$ cat config.mk
export PLATFORM = sky130hd
export DESIGN_NAME = usr_top
export DESIGN_NICKNAME = d
export VERILOG_FILES = /design/src/rtl/usr_pkg.sv /design/src/rtl/usr_top.sv
export VERILOG_INCLUDE_DIRS = /design/src /design/src/rtl
export SDC_FILE = /design/constraint.sdc
export NUM_CORES = 1
export LEC_CHECK = 0
export BUFFER_PORTS_ARGS = -buffer_cell sky130_fd_sc_hd__buf_2
export CAP_MARGIN = 20
export CORE_UTILIZATION = 45
export CTS_BUF_LIST = sky130_fd_sc_hd__clkbuf_4 sky130_fd_sc_hd__clkbuf_8 sky130_fd_sc_hd__clkbuf_16
export DETAILED_ROUTE_END_ITERATION = 8
export PLACE_DENSITY = 0.6
export SLEW_MARGIN = 20
export SYNTH_ARGS = -nofsm -noshare
export SYNTH_HDL_FRONTEND = slang
export SYNTH_SLANG_ARGS = --single-unit
export TNS_END_PERCENT = 10
$ cat constraint.sdc
create_clock -name i_mclk -period 3.9 [get_ports i_mclk]
set_input_delay 0.585 -clock i_mclk [delete_from_list [all_inputs] [get_ports i_mclk]]
set_output_delay 0.585 -clock i_mclk [all_outputs]
set_load 0.05 [all_outputs]
$ cat src/rtl/usr_consts.svh
// Register offsets, field positions, reset values and timing counts.
// Assumes inclusion by bare name from the package and the top module.
`ifndef USR_CONSTS_SVH
`define USR_CONSTS_SVH
`define USR_AW          12
`define USR_OFS_RXDATA  12'h119
`define USR_OFS_TXDATA  12'h11A
`define USR_OFS_DIV_LO  12'h11B
`define USR_OFS_DIV_HI  12'h11C
`define USR_OFS_RXCTL   12'h11D
`define USR_OFS_TXCTL   12'h11E
`define USR_OFS_BDCTL   12'h11F
`define USR_RC_PORT_EN  7
`define USR_RC_ADDR_DET 3
`define USR_TX_CLK_SRC  7
`define USR_TX_HIGH_SPD 2
`define USR_TX_EMPTY    1
`define USR_TX_NINTH    0
`define USR_BD_POL      4
`define USR_BD_WIDE     3
`define USR_BD_WAKE     1
`define USR_BD_AUTO     0
`define USR_RST_RC      5'h00
`define USR_RST_TX      7'h00
`define USR_RST_BD      4'h0
`define USR_RST_DIV     16'h0000
`define USR_RST_BYTE    8'h00
`define USR_RATIO_FAST  7'h04
`define USR_RATIO_MID   7'h10
`define USR_RATIO_SLOW  7'h40
`define USR_ABD_SH_FAST 4'h5
`define USR_ABD_SH_MID  4'h7
`define USR_ABD_SH_SLOW 4'h9
`define USR_ABD_FALLS   3'h4
`define USR_LEN_SYNC8   4'h8
`define USR_LEN_SYNC9   4'h9
`define USR_LEN_ASY8    4'hA
`define USR_LEN_ASY9    4'hB
`define USR_LEN_BREAK   4'hE
`define USR_FRAME_BREAK 14'h2000
`define USR_SHREG_IDLE  14'h3FFF
`endif

$ cat src/rtl/usr_pkg.sv
// Types shared by the serial port register block.
// Assumes the constants header is on the include path.
`include "usr_consts.svh"
package usr_pkg;
	// Register port request
	typedef struct packed {
		logic [`USR_AW-1:0] addr;
		logic [7:0]         wdata;
		logic               wr;
		logic               rd;
	} usr_bus_t;

	typedef enum logic {
		USR_TX_IDLE  = 1'b0,
		USR_TX_SHIFT = 1'b1
	} usr_tx_st_t;

	typedef enum logic [1:0] {
		USR_RX_IDLE  = 2'b00,
		USR_RX_START = 2'b01,
		USR_RX_DATA  = 2'b11,
		USR_RX_STOP  = 2'b10
	} usr_rx_st_t;
endpackage

$ cat src/rtl/usr_top.sv
// Serial port control, status and data registers with their shifters.
// Assumes pins synchronous to i_mclk and a one-cycle register port.
//
// Design decision made here: the plain strobed port.
`timescale 1ns/100ps
`default_nettype none
`include "usr_consts.svh"
module usr_top
	import usr_pkg::*;
(
	// Clock, reset, enable
	input  wire logic     i_mclk,
	input  wire logic     i_rstn,
	input  wire logic     i_ce,
	// Register port
	input  wire usr_bus_t i_bus,
	output logic [7:0]    o_rdata,
	// Clock / async transmit pin
	input  wire logic     i_ck,
	output logic          o_ck,
	output logic          o_ck_oe,
	// Data / async receive pin
	input  wire logic     i_dt,
	output logic          o_dt,
	output logic          o_dt_oe,
	// Receive interrupt flag
	output logic          o_rx_flag
);
	// =====================================================
	// Declarations
	logic        port_en_reg, rx_nine_reg, single_rx_reg, cont_rx_reg, addr_det_reg;
	logic        clk_src_reg, tx_nine_reg, tx_en_reg, sync_mode_reg, brk_req_reg;
	logic        high_spd_reg, tx_ninth_reg, pol_sel_reg, gen_wide_reg, wake_en_reg;
	logic        autobaud_en_reg, fram_err_reg, ovr_err_reg, rx_ninth_reg, abd_ovf_reg;
	logic        rx_full_reg, tx_full_reg, wake_reg, brk_reg, abd_run_reg;
	logic        ck_lvl_reg, ck_prev_reg, dt_prev_reg, lead_d_reg;
	logic [15:0] div_reg, bcnt_reg, div_eff, abd_div;
	logic [7:0]  rx_buf_reg, tx_buf_reg, rx_data;
	logic [13:0] shreg_reg, frame;
	logic [8:0]  rsr_reg;
	logic [3:0]  tbits_reg, rbits_reg, flen, nbits, abd_sh;
	logic [6:0]  tph_reg, rph_reg, ratio, half;
	logic [19:0] abd_cnt_reg, abd_q;
	logic [2:0]  abd_falls_reg;
	usr_tx_st_t  tx_st_reg;
	usr_rx_st_t  rx_st_reg;
	logic        prst, tick, dt_fall, lead, trail, m_act, tx_ok, tx_step, tx_end;
	logic        rx_mode, rx_step, rx_done, rx_accept, rx_ninth, fe, abd_done, abd_ok;
	logic        wr_rc, wr_tx, wr_bd, wr_dl, wr_dh, wr_td, rd_rx, rd_tx, cont_clr;
	logic        shift_empty, rx_idle, wake_hit, single_done;

	// =====================================================
	// Address decode
	assign wr_rc = i_bus.wr && (i_bus.addr == `USR_OFS_RXCTL);
	assign wr_tx = i_bus.wr && (i_bus.addr == `USR_OFS_TXCTL);
	assign wr_bd = i_bus.wr && (i_bus.addr == `USR_OFS_BDCTL);
	assign wr_dl = i_bus.wr && (i_bus.addr == `USR_OFS_DIV_LO);
	assign wr_dh = i_bus.wr && (i_bus.addr == `USR_OFS_DIV_HI);
	assign wr_td = i_bus.wr && (i_bus.addr == `USR_OFS_TXDATA);
	assign rd_rx = i_bus.rd && (i_bus.addr == `USR_OFS_RXDATA);
	assign rd_tx = i_bus.rd && (i_bus.addr == `USR_OFS_TXCTL);
	assign cont_clr = wr_rc && cont_rx_reg && !i_bus.wdata[`USR_RC_ADDR_DET+1];
	assign prst = !i_rstn || !port_en_reg;

	// =====================================================
	// Control registers; write wins over hardware clear
	always_ff @(posedge i_mclk)
	begin
		if (!i_rstn)
		begin
			{port_en_reg, rx_nine_reg, single_rx_reg, cont_rx_reg, addr_det_reg} <= `USR_RST_RC;
			{clk_src_reg, tx_nine_reg, tx_en_reg, sync_mode_reg, brk_req_reg, high_spd_reg,
				tx_ninth_reg} <= `USR_RST_TX;
			{pol_sel_reg, gen_wide_reg, wake_en_reg, autobaud_en_reg} <= `USR_RST_BD;
			div_reg <= `USR_RST_DIV;
		end
		else if (i_ce)
		begin
			if (single_done)
				single_rx_reg <= 1'b0;
			if (tx_end && brk_reg)
				brk_req_reg <= 1'b0;
			if (wake_hit)
				wake_en_reg <= 1'b0;
			if (abd_done)
				autobaud_en_reg <= 1'b0;
			if (abd_ok)
				div_reg <= abd_div;
			if (wr_rc)
				{port_en_reg, rx_nine_reg, single_rx_reg, cont_rx_reg, addr_det_reg}
					<= i_bus.wdata[`USR_RC_PORT_EN:`USR_RC_ADDR_DET];
			if (wr_tx)
			begin
				{clk_src_reg, tx_nine_reg, tx_en_reg, sync_mode_reg, brk_req_reg, high_spd_reg}
					<= i_bus.wdata[`USR_TX_CLK_SRC:`USR_TX_HIGH_SPD];
				tx_ninth_reg <= i_bus.wdata[`USR_TX_NINTH];
			end
			if (wr_bd)
			begin
				{pol_sel_reg, gen_wide_reg} <= i_bus.wdata[`USR_BD_POL:`USR_BD_WIDE];
				{wake_en_reg, autobaud_en_reg} <= i_bus.wdata[`USR_BD_WAKE:`USR_BD_AUTO];
			end
			if (wr_dl)
				div_reg[7:0] <= i_bus.wdata;
			if (wr_dh)
				div_reg[15:8] <= i_bus.wdata;
		end
	end

	// =====================================================
	// Baud generator and bit period
	assign div_eff = gen_wide_reg ? div_reg : {8'h00, div_reg[7:0]};
	assign tick = (bcnt_reg == 16'h0000);
	always_ff @(posedge i_mclk)
	begin
		if (prst)
			bcnt_reg <= `USR_RST_DIV;
		else if (i_ce)
			bcnt_reg <= tick ? div_eff : bcnt_reg - 16'h0001;
	end

	always_comb
	begin
		ratio = `USR_RATIO_SLOW;
		abd_sh = `USR_ABD_SH_SLOW;
		if (high_spd_reg && gen_wide_reg)
		begin
			ratio = `USR_RATIO_FAST;
			abd_sh = `USR_ABD_SH_FAST;
		end
		else if (high_spd_reg || gen_wide_reg)
		begin
			ratio = `USR_RATIO_MID;
			abd_sh = `USR_ABD_SH_MID;
		end
	end
	assign half = {1'b0, ratio[6:1]};

	// =====================================================
	// Sync clock: master generates, slave follows the pin
	assign m_act = sync_mode_reg && clk_src_reg
		&& (tx_st_reg == USR_TX_SHIFT || rx_st_reg == USR_RX_DATA);
	assign lead = clk_src_reg ? (tick && m_act && ck_lvl_reg == pol_sel_reg)
		: (ck_prev_reg == pol_sel_reg && i_ck != pol_sel_reg);
	assign trail = clk_src_reg ? (tick && m_act && ck_lvl_reg != pol_sel_reg)
		: (ck_prev_reg != pol_sel_reg && i_ck == pol_sel_reg);
	assign dt_fall = dt_prev_reg && !i_dt;
	always_ff @(posedge i_mclk)
	begin
		if (prst)
		begin
			ck_lvl_reg <= 1'b0;
			ck_prev_reg <= 1'b0;
			dt_prev_reg <= 1'b1;
			lead_d_reg <= 1'b0;
		end
		else if (i_ce)
		begin
			// Pin clock lags the level by one flop; data follows it
			lead_d_reg <= lead;
			ck_prev_reg <= i_ck;
			dt_prev_reg <= i_dt;
			if (!m_act)
				ck_lvl_reg <= pol_sel_reg;
			else if (tick)
				ck_lvl_reg <= !ck_lvl_reg;
		end
	end

	// =====================================================
	// Transmitter
	assign tx_ok = tx_en_reg && !(sync_mode_reg && (single_rx_reg || cont_rx_reg));
	assign tx_step = sync_mode_reg ? trail : (tick && tph_reg == ratio - 7'h01);
	assign tx_end = i_ce && tx_st_reg == USR_TX_SHIFT && tx_step && tbits_reg == 4'h1;
	assign shift_empty = (tx_st_reg == USR_TX_IDLE);
	always_comb
	begin
		frame = {5'h1F, tx_buf_reg, 1'b0};
		flen = `USR_LEN_ASY8;
		if (sync_mode_reg)
		begin
			frame = {5'h00, tx_nine_reg && tx_ninth_reg, tx_buf_reg};
			flen = tx_nine_reg ? `USR_LEN_SYNC9 : `USR_LEN_SYNC8;
		end
		else if (brk_req_reg)
		begin
			frame = `USR_FRAME_BREAK;
			flen = `USR_LEN_BREAK;
		end
		else if (tx_nine_reg)
		begin
			frame = {4'hF, tx_ninth_reg, tx_buf_reg, 1'b0};
			flen = `USR_LEN_ASY9;
		end
	end

	always_ff @(posedge i_mclk)
	begin
		if (prst)
		begin
			tx_st_reg <= USR_TX_IDLE;
			shreg_reg <= `USR_SHREG_IDLE;
			tbits_reg <= 4'h0;
			tph_reg <= 7'h00;
			brk_reg <= 1'b0;
		end
		else if (i_ce)
		begin
			case (tx_st_reg)
				USR_TX_IDLE:
				begin
					if (tx_full_reg && tx_ok)
					begin
						tx_st_reg <= USR_TX_SHIFT;
						shreg_reg <= frame;
						tbits_reg <= flen;
						tph_reg <= 7'h00;
						brk_reg <= !sync_mode_reg && brk_req_reg;
					end
				end
				USR_TX_SHIFT:
				begin
					if (tx_step)
					begin
						tph_reg <= 7'h00;
						shreg_reg <= {1'b1, shreg_reg[13:1]};
						tbits_reg <= tbits_reg - 4'h1;
						if (tbits_reg == 4'h1)
							tx_st_reg <= USR_TX_IDLE;
					end
					else if (!sync_mode_reg && tick)
						tph_reg <= tph_reg + 7'h01;
				end
				default:
					tx_st_reg <= USR_TX_IDLE;
			endcase
		end
	end

	// Holding register; a new write beats the load-out clear
	always_ff @(posedge i_mclk)
	begin
		if (prst)
		begin
			tx_full_reg <= 1'b0;
			tx_buf_reg <= `USR_RST_BYTE;
		end
		else if (i_ce)
		begin
			if (tx_st_reg == USR_TX_IDLE && tx_ok)
				tx_full_reg <= 1'b0;
			if (wr_td)
			begin
				tx_full_reg <= 1'b1;
				tx_buf_reg <= i_bus.wdata;
			end
		end
	end

	// =====================================================
	// Receiver
	assign rx_mode = sync_mode_reg ? (cont_rx_reg || (single_rx_reg && clk_src_reg))
		: (cont_rx_reg && !wake_en_reg && !autobaud_en_reg);
	assign nbits = rx_nine_reg ? `USR_LEN_SYNC9 : `USR_LEN_SYNC8;
	assign rx_step = sync_mode_reg ? trail : (tick && rph_reg == ratio - 7'h01);
	assign rx_done = i_ce && rx_mode && rx_st_reg == USR_RX_STOP && (sync_mode_reg || rx_step);
	assign single_done = rx_done && sync_mode_reg && clk_src_reg && !cont_rx_reg;
	assign rx_data = rx_nine_reg ? rsr_reg[7:0] : rsr_reg[8:1];
	assign rx_ninth = rx_nine_reg && rsr_reg[8];
	assign fe = !sync_mode_reg && !i_dt;
	assign rx_accept = sync_mode_reg || !rx_nine_reg || !addr_det_reg || rx_ninth;
	assign rx_idle = (rx_st_reg == USR_RX_IDLE);
	always_ff @(posedge i_mclk)
	begin
		if (prst)
		begin
			rx_st_reg <= USR_RX_IDLE;
			rsr_reg <= 9'h000;
			rbits_reg <= 4'h0;
			rph_reg <= 7'h00;
		end
		else if (i_ce)
		begin
			if (!rx_mode)
				rx_st_reg <= USR_RX_IDLE;
			else
				case (rx_st_reg)
					USR_RX_IDLE:
					begin
						rph_reg <= 7'h00;
						rbits_reg <= 4'h0;
						if (sync_mode_reg)
							rx_st_reg <= USR_RX_DATA;
						else if (dt_fall)
							rx_st_reg <= USR_RX_START;
					end
					USR_RX_START:
					begin
						if (tick && rph_reg == half - 7'h01)
						begin
							rph_reg <= 7'h00;
							rx_st_reg <= i_dt ? USR_RX_IDLE : USR_RX_DATA;
						end
						else if (tick)
							rph_reg <= rph_reg + 7'h01;
					end
					USR_RX_DATA:
					begin
						if (rx_step)
						begin
							rph_reg <= 7'h00;
							rsr_reg <= {i_dt, rsr_reg[8:1]};
							rbits_reg <= rbits_reg + 4'h1;
							if (rbits_reg == nbits - 4'h1)
								rx_st_reg <= USR_RX_STOP;
						end
						else if (!sync_mode_reg && tick)
							rph_reg <= rph_reg + 7'h01;
					end
					USR_RX_STOP:
					begin
						if (rx_done)
						begin
							rbits_reg <= 4'h0;
							rx_st_reg <= sync_mode_reg ? USR_RX_DATA : USR_RX_IDLE;
						end
						else if (tick)
							rph_reg <= rph_reg + 7'h01;
					end
					default:
						rx_st_reg <= USR_RX_IDLE;
				endcase
		end
	end

	// Receive buffer and error flags; hardware set beats clear
	assign wake_hit = i_ce && !sync_mode_reg && wake_en_reg && dt_fall;
	always_ff @(posedge i_mclk)
	begin
		if (prst)
		begin
			{rx_full_reg, fram_err_reg, ovr_err_reg, rx_ninth_reg, wake_reg} <= `USR_RST_RC;
			rx_buf_reg <= `USR_RST_BYTE;
		end
		else if (i_ce)
		begin
			if (rd_rx)
			begin
				rx_full_reg <= 1'b0;
				fram_err_reg <= 1'b0;
				wake_reg <= 1'b0;
			end
			if (cont_clr)
				ovr_err_reg <= 1'b0;
			if (rx_done && rx_accept)
			begin
				if (rx_full_reg && !rd_rx)
					ovr_err_reg <= 1'b1;
				else
				begin
					rx_full_reg <= 1'b1;
					rx_buf_reg <= rx_data;
					fram_err_reg <= fe;
					rx_ninth_reg <= rx_ninth;
				end
			end
			if (wake_hit)
				wake_reg <= 1'b1;
		end
	end

	// =====================================================
	// Auto-baud: clocks over eight bit times of a sync character
	assign abd_q = abd_cnt_reg >> abd_sh;
	assign abd_div = abd_q[15:0] - 16'h0001;
	assign abd_done = i_ce && abd_run_reg
		&& ((&abd_cnt_reg) || (dt_fall && abd_falls_reg == `USR_ABD_FALLS - 3'h1));
	assign abd_ok = abd_done && !(&abd_cnt_reg);
	always_ff @(posedge i_mclk)
	begin
		if (prst)
		begin
			abd_run_reg <= 1'b0;
			abd_ovf_reg <= 1'b0;
			abd_cnt_reg <= 20'h00000;
			abd_falls_reg <= 3'h0;
		end
		else if (i_ce)
		begin
			if (!abd_run_reg)
			begin
				if (!sync_mode_reg && autobaud_en_reg && dt_fall)
				begin
					abd_run_reg <= 1'b1;
					abd_ovf_reg <= 1'b0;
					abd_cnt_reg <= 20'h00001;
					abd_falls_reg <= 3'h0;
				end
			end
			else if (&abd_cnt_reg)
			begin
				abd_run_reg <= 1'b0;
				abd_ovf_reg <= 1'b1;
			end
			else
			begin
				abd_cnt_reg <= abd_cnt_reg + 20'h00001;
				if (dt_fall)
					abd_falls_reg <= abd_falls_reg + 3'h1;
				if (abd_done)
					abd_run_reg <= 1'b0;
			end
		end
	end

	// =====================================================
	// Read data and pins
	always_ff @(posedge i_mclk)
	begin
		if (!i_rstn)
		begin
			o_rdata <= `USR_RST_BYTE;
			o_ck <= 1'b1;
			o_ck_oe <= 1'b0;
			o_dt <= 1'b1;
			o_dt_oe <= 1'b0;
			o_rx_flag <= 1'b0;
		end
		else if (i_ce)
		begin
			o_rdata <= `USR_RST_BYTE;
			if (i_bus.rd)
				case (i_bus.addr)
					`USR_OFS_RXDATA: o_rdata <= rx_buf_reg;
					`USR_OFS_TXDATA: o_rdata <= tx_buf_reg;
					`USR_OFS_DIV_LO: o_rdata <= div_reg[7:0];
					`USR_OFS_DIV_HI: o_rdata <= div_reg[15:8];
					`USR_OFS_RXCTL: o_rdata <= {port_en_reg, rx_nine_reg, single_rx_reg,
						cont_rx_reg, addr_det_reg, fram_err_reg, ovr_err_reg, rx_ninth_reg};
					`USR_OFS_TXCTL: o_rdata <= {clk_src_reg, tx_nine_reg, tx_en_reg,
						sync_mode_reg, brk_req_reg, high_spd_reg, shift_empty, tx_ninth_reg};
					`USR_OFS_BDCTL: o_rdata <= {abd_ovf_reg, rx_idle, 1'b0, pol_sel_reg,
						gen_wide_reg, 1'b0, wake_en_reg, autobaud_en_reg};
					default: o_rdata <= `USR_RST_BYTE;
				endcase
			o_ck_oe <= port_en_reg && (sync_mode_reg ? clk_src_reg : tx_en_reg);
			o_ck <= sync_mode_reg ? ck_lvl_reg
				: (((tx_st_reg == USR_TX_SHIFT) ? shreg_reg[0] : 1'b1) ^ pol_sel_reg);
			o_dt_oe <= port_en_reg && sync_mode_reg && tx_ok;
			if (lead_d_reg)
				o_dt <= shreg_reg[0];
			o_rx_flag <= rx_full_reg || wake_reg;
		end
	end
endmodule // usr_top
`default_nettype wire

==> metrics.yaml <==
clock_tree:
  clock_latency_ns: 0.44
  cts_setup_buffers: 0
  cts_root_buf: "clkbuf_16"
  cts_max_level: 4
  clock_path_buffers: 2
  clock_sinks: 161
  cts_tree: "done"
  cts_buffers: 17
  path_clk_slew_ns: 0.07
  postCtsResizedCells: 0
  postCtsHoldBufs: 0
yosys:
  synthXorXnorAreaFrac: 0.0397
  synth_edf_count: 0
  ys.flop_type: "dfxtp_1"
  yosys_register_bits: 161
  synth_fa_ha_area_frac: 0.0237
  synth_top_area_cell: "dfxtp_1"
  synth_top_cell_area_share: 0.339
  ys_types: 87
  synth_top_family_by_area: "simple AND/OR/NAND/NOR gates"
  yosysSeqAreaShare: 0.339
  synth.most_common_cell: "dfxtp_1"
  avgSynthCellArea_um2: 8.22
  postSynthCellCount: 1155
  yosysWarnings: 0
  syn_nets: 1200
  synth-simple-area-share: 0.253
  syn-cell-area_um2: 9500
  synth_compound_area_frac: 0.197
  async_flop_share: 0
  netlist_top_cells_count: "dfxtp_1, nor2_1, nand2_1"
  muxShareOfSynthArea: 0.102
  synth.top_cells.by_area: "dfxtp_1, nor2_1, a21oi_1"
drt:
  avgViaCountPerCell: 5.98
  finalWirelength_mm: 27.4
  dr.pass1.iters: 8
  detail_route.wl_per_cell_um: 18.9
  post-route-drc-count: 0
  vias: 8671
  final_antenna_net_count: 0
  drt-initial-drc-count: 768
placed_design:
  hpwl_mm: 19.8
  place_inst: 1417
  io_buffers: 39
  dp_slack_ns: 0.366
  gp_routability_congestion: 0.911
floorplanning:
  rows: 52
  die_h_um: 147
  die_area_um2: 21700
  die_x_um: 147
  coreArea_um2: 20400
  start_util: 0.465
  io_pins: 40
power_and_ir_drop:
  power.leakage_nw: 3.60
  power_density_nw_per_um2: 332
  ir_worst_vdd_mv: 0.254
global_route:
  grt_use_total: 0.258
  grt_pass1_vias: 8017
  overflow: 0
  grt_first_pass_wirelength_mm: 44.0
  antenna_found_initial: 0
  grt_max_degree: 38
job:
  drv_cap: 0
worst_hold_path:
  hold_class: "input port to flop"
timing:
  tightest_slew_ns: 0.761
  slew_violations: 0
  setup_slack_ns: 0.362
  period_minus_slack_ns: 3.54
  hold_viol: 0
  rsz0062_at_grt: "false"
  post-route-period-util: 0.907
  fin_skew_ns: 0.0114
  finalSetupViolCount: 0
  relSlewSlack: 0.492
  finalSetupTns_ns: 0
  maxClockFrequency_ghz: 0.283
cells_and_area:
  final_cells: 1449
  fillers: 1999
  regArea_um2: 3220
  fin_nets: 1211
  utilization: 0.515
  drive_gt1_frac: 0.134
  diodes: 0
  area_growth_pct: 10.9
  multi_input_area_um2: 5840
  largest_reg_flops: 20
setup_path:
  required_ns: 4.21
  worstPathMaxFanout: 18
  cp-start-kind: "flop"
  critPathCaptureType: "flop"
  worstSetupPathType: "flop to flop"
  cp.arrival_ns: 3.85
run_status:
  status: "complete, no violations"
==> worst paths after layout <==
kind,from,endpoint,slack [ns],cells past startpoint
worst min register to register,abd_falls_reg[1],abd_falls_reg[1],0.46,2
worst min-delay path,i_bus[4],tx_buf_reg[2],0.45,3
worst max register to register,gen_wide_reg,div_reg[12],0.36,10
worst max-delay path,gen_wide_reg,div_reg[12],0.36,10
==> per-layer routing <==
| layer | GRT usage | wire [um] |
|---|---|---|
| met5 | 0 | 0 |
| met4 | 0.0784 | 561 |
| met3 | 0.0438 | 1330 |
| met2 | 0.417 | 12900 |
| met1 | 0.352 | 12700 |
==> final cells by class <==
| cell class | count | area share |
|---|---|---|
| clock buffers | 18 | 0.0417 |
| repair buffers | 68 | 0.0392 |
| flip-flops and latches | 161 | 0.306 |
| multi-input cells | 890 | 0.555 |
| inverters | 28 | 0.00998 |
| clock inverters | 14 | 0.0159 |
| well taps | 270 | 0.0321 |
==> critical path, cell delays in order (launching register included) <==
cell and delay, ns:
dfxtp_1 0.52, inv_1 0.14, ha_1 0.60, buf_4 0.33
mux4_2 0.54, mux2_2 0.30, a31o_4 0.25, nor4_4 0.35
nand3_1 0.13, xor2_1 0.17, o22ai_2 0.09
==> cells in the final DEF (no fill, tap or decap), drive strengths merged, types with 5 or more instances in the layout <==
master  count
nand3b      5
buf        68
nand2     129
nand3      46
a21oi      97
and2       13
mux2       14
mux2i      47
a22oi      12
nor2b       8
nor4        9
or3         5
mux4       15
nor3       25
o211ai     12
o22ai       8
nand2b      9
ha         18
dfxtp     161
nor4b       8
nor2      135
clkbuf     18
xnor2      20
inv        33
nor3b      14
a211oi     30
clkinv      5
a32o        5
a222oi      8
and3       15
a31oi       8
o21ai      64
nand4      20
o31ai       6
xor2       23
==> power breakdown <==
group	leakage, nW	switching (mW)	internal, mW
clock	0.293	0.778	0.984
sequential	1.30	0.000227	1.64
combinational	2.02	0.0644	0.0273
total	3.60	0.842	2.65
==> logic make-up (layout without fill, tap and decap cells) <==
family | after synthesis | after routing
xor+xnor | 43 | 43
fa+ha+maj | 18 | 18
buf+inv | 104 | 128
mux | 76 | 76
compound gates | 285 | 285
flops | 161 | 161
simple gates | 468 | 468
==> metrics by stage <==
stage	hold slack (ns)	power, mW	cell area (um2)
after floorplan	0.436	1.73	9500
after global placement	0.450	1.77	9920
after detailed placement	0.460	1.77	9920
after CTS	0.436	3.53	10500
after global routing	0.453	3.60	10500
final	0.450	3.50	10500
(Power assumes the default switching activity.)
